===== src/verilog/pic_pkg.sv =====
// What this block does
// All counting runs from the one system clock domain.
// Sixteen-bit counter advances once per divided tick and wraps.
// Tick comes from dividing the system clock by six.
// Selected input edge copies the counter into the capture latch.
// Every latch pulse sets the capture flag; a read of address 00 latches the counter without setting it.
// Accessing the capture high byte clears the capture flag.
// Capture flag can raise an interrupt and shows in input status.
// Reader input level is readable in line status at any time.
// Capture low byte at address 02, high byte at address 03.
// Control register holds rate, power switch, method bits and source.
// Software starts with rate 0110 and other control bits clear.
// Methods 01 or 10 for interval, 11 for pulse width.
// Software counts overflow events for intervals beyond the wrap.
// Power switch bit drives the reader supply output.
// Software uses only one of reader, timer and cassette at once.
// Counter overflow sets the overflow flag and requests an interrupt.
// Reading address 00 latches the counter and returns its low byte.
// Source select clear takes latch pulses from the cassette input.
`default_nettype none
package pic_pkg;
   localparam logic [7:0] PIC_ADDR_CNT_LO = 8'h00;
   localparam logic [7:0] PIC_ADDR_CNT_HI = 8'h01;
   localparam logic [7:0] PIC_ADDR_CAP_LO = 8'h02;
   localparam logic [7:0] PIC_ADDR_CAP_HI = 8'h03;
   localparam logic [7:0] PIC_ADDR_ISTAT = 8'h04;
   localparam logic [7:0] PIC_ADDR_LSTAT = 8'h05;
   localparam logic [7:0] PIC_ADDR_CTRL = 8'h06;
   // Control field positions
   localparam int PIC_CTRL_SRC = 0;
   localparam int PIC_CTRL_M0 = 1;
   localparam int PIC_CTRL_M1 = 2;
   localparam int PIC_CTRL_PWR = 3;
   localparam int PIC_CTRL_RATE_LO = 4;
   // Status bit positions
   localparam int PIC_IST_OVF = 0;
   localparam int PIC_IST_CAP = 2;
   localparam int PIC_LST_RDR = 0;
   localparam int PIC_LST_CAS = 1;
   localparam logic [7:0] PIC_CTRL_RST = 8'h00;
   localparam real PIC_SYS_MHZ = 3.6864;
   localparam real PIC_CORE_MHZ = 200.0;
   localparam int PIC_SYS_DIV = 6;
   // Core cycles per system-clock period, rounded down (shortest time)
   localparam int PIC_CORE_PER_SYS = int'($floor(PIC_CORE_MHZ / PIC_SYS_MHZ));
   localparam int PIC_TICK_CYCLES = PIC_CORE_PER_SYS * PIC_SYS_DIV;
   typedef enum logic [1:0] {
      PIC_M_OFF,
      PIC_M_RISE,
      PIC_M_FALL,
      PIC_M_BOTH
   } pic_method_t;
endpackage
`default_nettype wire


===== src/verilog/pic_edge_if.sv =====
`timescale 1ns/1ps
`default_nettype none
interface pic_edge_if;
   logic level;
   logic rise;
   logic fall;
   modport src (output level, output rise, output fall);
   modport dst (input level, input rise, input fall);
endinterface
`default_nettype wire


===== src/verilog/pic_sync_edge.sv =====
`timescale 1ns/1ps
`default_nettype none
module pic_sync_edge (
   input wire logic core_clk,
   input wire logic nrst,
   input wire logic pin,
   pic_edge_if.src eo
);
   logic s1_r, s2_r, s3_r;
   logic s1_nxt, s2_nxt, s3_nxt;
   always_comb begin
      s1_nxt = pin;
      s2_nxt = s1_r;
      s3_nxt = s2_r;
   end
   always_ff @(posedge core_clk or negedge nrst) begin
      if (!nrst) begin
         s1_r <= 1'b0;
         s2_r <= 1'b0;
         s3_r <= 1'b0;
      end else begin
         s1_r <= s1_nxt;
         s2_r <= s2_nxt;
         s3_r <= s3_nxt;
      end
   end
   // Edges look only at synchronised stages
   assign eo.level = s2_r;
   assign eo.rise = s2_r & ~s3_r;
   assign eo.fall = ~s2_r & s3_r;
endmodule // pic_sync_edge
`default_nettype wire


===== src/verilog/pic_capture_top.sv =====
`timescale 1ns/1ps
`default_nettype none
module pic_capture_top #(
   parameter int TICK_CYCLES = pic_pkg::PIC_TICK_CYCLES
) (
   input wire logic core_clk,
   input wire logic nrst,
   input wire logic [7:0] addr,
   input wire logic [7:0] wdata,
   input wire logic wr,
   input wire logic rd,
   output logic [7:0] rdata,
   input wire logic reader_data_pin,
   input wire logic cassette_pin,
   output logic reader_power,
   output logic capture_irq,
   output logic overflow_irq
);
   import pic_pkg::*;

   pic_edge_if rdr_e ();
   pic_edge_if cas_e ();

   pic_sync_edge u_rdr (
      .core_clk(core_clk),
      .nrst(nrst),
      .pin(reader_data_pin),
      .eo(rdr_e)
   );
   pic_sync_edge u_cas (
      .core_clk(core_clk),
      .nrst(nrst),
      .pin(cassette_pin),
      .eo(cas_e)
   );

   logic [15:0] cnt_r, cnt_nxt;
   logic [15:0] cap_r, cap_nxt;
   logic [15:0] div_r, div_nxt;
   logic [7:0] ctrl_r, ctrl_nxt;
   logic [7:0] rdata_r, rdata_nxt;
   logic cap_flag_r, cap_flag_nxt;
   logic ovf_flag_r, ovf_flag_nxt;
   logic tick;
   logic ovf_evt;
   logic src_rise, src_fall;
   logic edge_hit;
   logic cpu_latch;
   pic_method_t method;

   // Tick every sixth system-clock period, in core cycles
   assign tick = (div_r == 16'(TICK_CYCLES - 1));
   assign ovf_evt = tick && (cnt_r == 16'hFFFF);

   // clear picks cassette
   always_comb begin
      if (ctrl_r[PIC_CTRL_SRC]) begin
         src_rise = rdr_e.rise;
         src_fall = rdr_e.fall;
      end else begin
         src_rise = cas_e.rise;
         src_fall = cas_e.fall;
      end
   end

   assign method = pic_method_t'({ctrl_r[PIC_CTRL_M1], ctrl_r[PIC_CTRL_M0]});

   // edge method select
   always_comb begin
      case (method)
         PIC_M_OFF: edge_hit = 1'b0;
         PIC_M_RISE: edge_hit = src_rise;
         PIC_M_FALL: edge_hit = src_fall;
         PIC_M_BOTH: edge_hit = src_rise | src_fall;
         default: edge_hit = 1'b0;
      endcase
   end

   // read of address 00 latches counter
   assign cpu_latch = rd && (addr == PIC_ADDR_CNT_LO);

   always_comb begin
      div_nxt = div_r;
      cnt_nxt = cnt_r;
      cap_nxt = cap_r;
      cap_flag_nxt = cap_flag_r;
      ovf_flag_nxt = ovf_flag_r;
      ctrl_nxt = ctrl_r;
      rdata_nxt = 8'h00;
      // all counting from one clock
      // divide by six
      if (tick) begin
         div_nxt = 16'h0000;
      end else begin
         div_nxt = div_r + 16'h0001;
      end
      // counter wraps on tick
      if (tick) begin
         cnt_nxt = cnt_r + 16'h0001;
      end
      // high byte access clears flag
      if ((rd || wr) && addr == PIC_ADDR_CAP_HI) begin
         cap_flag_nxt = 1'b0;
      end
      // Input status write of zero to bit clears overflow flag
      // software clears overflow
      if (wr && addr == PIC_ADDR_ISTAT && !wdata[PIC_IST_OVF]) begin
         ovf_flag_nxt = 1'b0;
      end
      // overflow sets, winning over clear
      if (ovf_evt) begin
         ovf_flag_nxt = 1'b1;
      end
      // edge copies counter
      // latch sets flag, set wins
      if (edge_hit) begin
         cap_nxt = cnt_r;
         cap_flag_nxt = 1'b1;
      end
      // CPU latch takes priority for the value; flag only for edges
      if (cpu_latch) begin
         cap_nxt = cnt_r;
      end
      // control register write
      if (wr && addr == PIC_ADDR_CTRL) begin
         ctrl_nxt = wdata;
      end
      if (rd) begin
         case (addr)
            // low counter byte returned
            PIC_ADDR_CNT_LO: rdata_nxt = cnt_r[7:0];
            PIC_ADDR_CNT_HI: rdata_nxt = cap_r[15:8];
            // capture bytes low then high
            PIC_ADDR_CAP_LO: rdata_nxt = cap_r[7:0];
            PIC_ADDR_CAP_HI: rdata_nxt = cap_r[15:8];
            // flag visible for polling
            PIC_ADDR_ISTAT: begin
               rdata_nxt[PIC_IST_CAP] = cap_flag_r;
               rdata_nxt[PIC_IST_OVF] = ovf_flag_r;
            end
            // live reader level
            PIC_ADDR_LSTAT: begin
               rdata_nxt[PIC_LST_RDR] = rdr_e.level;
               rdata_nxt[PIC_LST_CAS] = cas_e.level;
            end
            PIC_ADDR_CTRL: rdata_nxt = ctrl_r;
            default: rdata_nxt = 8'h00;
         endcase
      end
   end

   always_ff @(posedge core_clk or negedge nrst) begin
      if (!nrst) begin
         div_r <= 16'h0000;
         cnt_r <= 16'h0000;
         cap_r <= 16'h0000;
         cap_flag_r <= 1'b0;
         ovf_flag_r <= 1'b0;
         ctrl_r <= PIC_CTRL_RST;
         rdata_r <= 8'h00;
      end else begin
         div_r <= div_nxt;
         cnt_r <= cnt_nxt;
         cap_r <= cap_nxt;
         cap_flag_r <= cap_flag_nxt;
         ovf_flag_r <= ovf_flag_nxt;
         ctrl_r <= ctrl_nxt;
         rdata_r <= rdata_nxt;
      end
   end

   assign rdata = rdata_r;
   // supply follows switch bit
   assign reader_power = ctrl_r[PIC_CTRL_PWR];
   // capture interrupt request
   assign capture_irq = cap_flag_r;
   // overflow interrupt request
   assign overflow_irq = ovf_flag_r;
endmodule // pic_capture_top
`default_nettype wire


===== config.mk =====
export PLATFORM = sky130hd
export DESIGN_NAME = pic_capture_top
export DESIGN_NICKNAME = d
export VERILOG_FILES = /design/src/verilog/pic_pkg.sv /design/src/verilog/pic_edge_if.sv /design/src/verilog/pic_sync_edge.sv /design/src/verilog/pic_capture_top.sv
export SDC_FILE = /design/constraint.sdc
export NUM_CORES = 1
export LEC_CHECK = 0
export ABC_AREA = 1
export BUFFER_PORTS_ARGS = -buffer_cell sky130_fd_sc_hd__buf_2
export CAP_MARGIN = 5
export CORE_MARGIN = 2
export CORE_UTILIZATION = 35
export DETAILED_ROUTE_END_ITERATION = 16
export GPL_ROUTABILITY_DRIVEN = 1
export GPL_TIMING_DRIVEN = 0
export PLACE_DENSITY = 0.58
export SLEW_MARGIN = 15
export SYNTH_ARGS = -nofsm -noshare
export SYNTH_HDL_FRONTEND = slang
export SYNTH_SLANG_ARGS = --single-unit

===== constraint.sdc =====
create_clock -name core_clk -period 1.4 [get_ports core_clk]
set_input_delay 0.07 -clock core_clk [delete_from_list [all_inputs] [get_ports core_clk]]
set_output_delay 0.07 -clock core_clk [all_outputs]
set_load 0.01 [all_outputs]

==> impl_summary.log <==
INFO  metric outcome = complete, but fails checks
INFO  metric failed_checks = negative setup slack
INFO  metric route.antenna.remaining_nets = 0
INFO  metric regArea = about 1800 sq um
INFO  metric floorplan.initialDensity = a little over a third
INFO  metric clock-root-buffer = sky130_fd_sc_hd__clkbuf_8
INFO  metric slowest_stage_cell_crit_path = sky130_fd_sc_hd__dfrtp_1
INFO  metric fin_total_pwr = 4.03 mW
INFO  metric worstPathCellList = inv_2 -> nand2_1 -> nor3_2 -> nand2_1 -> nor2_4 -> buf_6 -> nand2_1 -> nand2_1 -> nand2_1
INFO  metric ioPinCount = 33
INFO  metric p_switching = ~930 uW
INFO  metric pre_cts_slack = -0.143 ns
INFO  metric netlist_instances = 486
INFO  metric crit_buf_inv = 2
INFO  metric vdd.ir_drop.worst = around 0.00035 V
INFO  metric synth_fa_ha_area_share = less than 1%
INFO  metric yosys-top-cells-area = sky130_fd_sc_hd__dfrtp_1 (48%), sky130_fd_sc_hd__nand2_1 (17%), sky130_fd_sc_hd__nand3_1 (7.5%), sky130_fd_sc_hd__nor2_1 (5.3%), sky130_fd_sc_hd__inv_1 (5.0%)
INFO  metric endpoint_kind = register
INFO  metric synth_top_cell_area_share = 48.4%
INFO  metric cellPowerDensity = 878 nW/um^2
INFO  metric drt_iter0_drc = between 100 and 150
INFO  metric multi_input_area = ~1700 sq um
INFO  metric timing.critical_path.max_delay_family = simple AND/OR/NAND/NOR gates
INFO  metric synth_top_cell_by_area = sky130_fd_sc_hd__dfrtp_1
INFO  metric critical_path.most_common_cell = sky130_fd_sc_hd__nand2_1
INFO  metric routed_wl = 8.33 mm
INFO  metric achievable-frequency = between 700 and 800 MHz
INFO  metric core.rowCount = 37
INFO  metric tritoncts = yes
INFO  metric final_hold_viol_count = 0
INFO  metric hold_crit_class = in2reg
INFO  metric synthesis.area_per_instance = 7.66 sq um
INFO  metric timing.max_cap.violations = 0
INFO  metric ys_seq_area_share = between 40% and 50%
INFO  metric die_outline_height = roughly 110 microns
INFO  metric critical_path.startpoint = div_r[11]$_DFF_PN0_
INFO  metric worst_r2r_endpoint = cnt_r[6]$_DFFE_PN0N_
INFO  metric cts-buffers-inserted = 9
INFO  metric cp_data_required_time = roughly 1.6 ns
INFO  metric synth_top_family_by_area = simple AND/OR/NAND/NOR gates
INFO  metric fin_ws = -0.00676 ns
INFO  metric layout.filler_cells = just over 1000
INFO  metric finalCoreUtilization = 44.4%
INFO  metric grt_pass1_vias = around 3000
INFO  metric yosys.area_share.simple = between 30% and 40%
INFO  metric antenna_found_initial = 0
INFO  metric gp_routability_congestion = slightly above 0.8
INFO  metric synth_cell_types = 28
INFO  metric critical_path.reg2reg.startpoint = div_r[11]$_DFF_PN0_
INFO  metric grt_max_degree = 42
INFO  metric half_perimeter_wire_length_after_placement = 6.00 mm
INFO  metric synth-seq-cells = just over 70
INFO  metric dieArea = about 11000 sq um
INFO  metric fin_crit = approximately 1.4 ns
INFO  metric rsz0062_at_grt = true
INFO  metric arrival = roughly 1.7 ns
INFO  metric worst_skew_pair.late_latency = about 0.35 ns
INFO  metric remaining_drc_errors = 0
INFO  metric max-slew-margin-rel = between 70 and 80%
INFO  metric synth.cell_area = between 3000 and 4000 sq um
INFO  metric critical_path_depth = 9
INFO  metric coreArea = 10300 sq um
INFO  metric detail_route.wl_per_cell = about 12 microns
INFO  metric slew_at_the_pin_closest_to_its_max_slew_limit = about 0.42 ns
INFO  metric cts_sinks = 72
INFO  metric global_route_wire_length_before_repair = 14.1 mm
INFO  metric register_to_register_path_setup_slack = -0.007 ns
INFO  metric cellLeakagePower = about 2.3 nW
INFO  metric share_clk_of_total_power = 41.8%
INFO  metric layout.nets = between 500 and 600
INFO  metric r2r.worst_path.cells = 9
INFO  metric final_layout_size_suffix_gt1_share = about 20%
INFO  metric final-max-slew-violation-count = 0
INFO  metric overflow = 0
INFO  metric path_max_fanout = 6
INFO  metric grtUsageTotal = 15.6%
INFO  metric critical_path.endpoint = cnt_r[6]$_DFFE_PN0N_
INFO  metric cts.htree.levels = 3
INFO  metric fin_crit_sh = 100%
INFO  metric drt-vias-per-instance = ~4.6
INFO  metric syn-num-nets = approximately 500
INFO  metric sw_frac_of_total = a little under a quarter
INFO  metric cell_internal_pwr = around 3.1 mW
INFO  metric port_buffers = 31
INFO  metric synth-xor-area-share = under 10%
INFO  metric critPathKind = reg2reg
INFO  metric pwr-share-comb = about 5.7%
INFO  metric clock_pin_slew_on_the_worst_setup_and_hold_paths = around 0.08 ns
INFO  metric synth-compound-area-share = under 10%
INFO  metric antennaDiodeCount = 0
INFO  metric clock_path_buffers = 2
INFO  metric timing.critical_path.from_type = register
INFO  metric clock-skew-final = 0.00411 ns
INFO  metric drt-pass1-iter-count = 4
INFO  metric worst_path_largest_cell_delay = roughly 0.40 ns
INFO  metric vias = approximately 3200
INFO  metric hold_ws = 0.100 ns
INFO  metric pwr-share-seq = a little over half
INFO  metric flow.area_growth_from_synthesis = 23.3%
INFO  metric multiplexer_area_fraction_after_synthesis = 0%
INFO  metric fp.dieW = 107 microns
INFO  metric setup_violations = 1
INFO  metric synth_warnings = 0
INFO  metric tns = -0.00676 ns
## state kept, by name (all words and copies together), names as in the netlist, 8 cells and up
register	cells
div_r	16
cap_r	16
ctrl_r	8
cnt_r	16
rdata	8
## repair_timing
action,CTS,global route
endpoints found under the setup margin,31,36
endpoints found under the hold margin,41,0
setup buffers,6,5
gates resized for setup,14,19
gates cloned,1,1
hold buffers,11,0
pin swaps,3,3
## per-layer routing
| metal | vias up | global-route usage, % | wire length, microns |
|---|---|---|---|
| met5 | - | 0 | 0 |
| met4 | 0 | 5.57 | 60 |
| met3 | 6 | 3.83 | 339 |
| met2 | 46 | 24.6 | 3840 |
| met1 | 1493 | 20.8 | 4080 |
| li1 | 1652 | - | - |
## worst min-delay path by stage
stage          depth (start not counted)         start                      end  slack, ns
3_3_place_gp                           1  cassette_pin     u_cas.s1_r$_DFF_PN0_       0.18
3_5_place_dp                           1          nrst    ctrl_r[0]$_DFFE_PN0P_       0.04
6_report                               4       addr[1]  capture_irq$_DFFE_PN0P_       0.10
5_1_grt                                4       addr[1]  capture_irq$_DFFE_PN0P_       0.11
2_1_floorplan                          0          nrst     cap_r[0]$_DFFE_PN0P_      -0.23
4_1_cts                                4       addr[1]  capture_irq$_DFFE_PN0P_       0.07
## cell usage in the layout (no fill, tap or decap), types with 2 or more instances in the layout
cell,instances
sky130_fd_sc_hd__a21oi_1,3
sky130_fd_sc_hd__buf_2,31
sky130_fd_sc_hd__buf_4,15
sky130_fd_sc_hd__buf_6,5
sky130_fd_sc_hd__clkbuf_8,11
sky130_fd_sc_hd__clkinv_2,2
sky130_fd_sc_hd__clkinvlp_4,3
sky130_fd_sc_hd__dfrtp_1,69
sky130_fd_sc_hd__dfrtp_2,3
sky130_fd_sc_hd__dlygate4sd3_1,11
sky130_fd_sc_hd__inv_1,46
sky130_fd_sc_hd__inv_2,5
sky130_fd_sc_hd__nand2_1,165
sky130_fd_sc_hd__nand2_2,9
sky130_fd_sc_hd__nand2_4,3
sky130_fd_sc_hd__nand3_1,54
sky130_fd_sc_hd__nand3_2,3
sky130_fd_sc_hd__nand4_1,6
sky130_fd_sc_hd__nor2_1,50
sky130_fd_sc_hd__nor2_2,5
sky130_fd_sc_hd__nor2_4,4
sky130_fd_sc_hd__nor3_1,9
sky130_fd_sc_hd__nor3_2,5
sky130_fd_sc_hd__o21ai_0,13
sky130_fd_sc_hd__xor2_1,14
## synth_stat cells, drive strengths merged
library cell	instances
xnor2	1
dfrtp	72
buf	8
clkbuf	1
nor2	60
nand2	177
a21boi	1
xor2	15
a21oi	3
nand4	6
nand3	57
ha	2
o21ai	14
nor3b	1
inv	52
nor3	15
nand3b	1
## power groups by stage
stage / clock [mW] / combinational, mW / sequential [mW]
after global routing: 1.85 / 0.260 / 2.11
final: 1.68 / 0.230 / 2.11
after floorplan: 0 / 0.0826 / 2.15
after CTS: 1.75 / 0.222 / 2.11
after global placement: 0 / 0.184 / 2.15
after detailed placement: 0 / 0.194 / 2.15
## kinds of logic (layout without fill, tap and decap cells)
family / after synthesis / after routing
AND/OR/NAND/NOR: 317 / 317
XOR/XNOR: 16 / 16
AO/OA/AOI/OAI: 18 / 18
buffers and inverters: 61 / 133
flip-flops: 72 / 72
adder cells (fa/ha/maj): 2 / 2
## per-stage QoR
stage	instance area, sq um	instances
after detailed placement	4070	654
after CTS	4490	688
after global placement	4050	653
final	4590	694
after global routing	4590	694
after floorplan	3730	486
## worst min-delay path, stage by stage
cell,delay (ns)
sky130_fd_sc_hd__buf_2,0.12
sky130_fd_sc_hd__o21ai_0,0.07
sky130_fd_sc_hd__o21ai_0,0.09
sky130_fd_sc_hd__nand2_1,0.05
## layout make-up
cell class / instances / share of cell area [%]
Timing Repair Buffer: 55 / 8.24
Inverter: 52 / 4.31
Clock inverter: 5 / 1.20
Timing Repair inverter: 1 / 0.164
Clock buffer: 11 / 3.30
Sequential cell: 72 / 39.4
Multi-Input combinational cell: 353 / 38.0
Buffer: 9 / 1.75
Tap cell: 136 / 3.71
(Power assumes the default switching activity.)
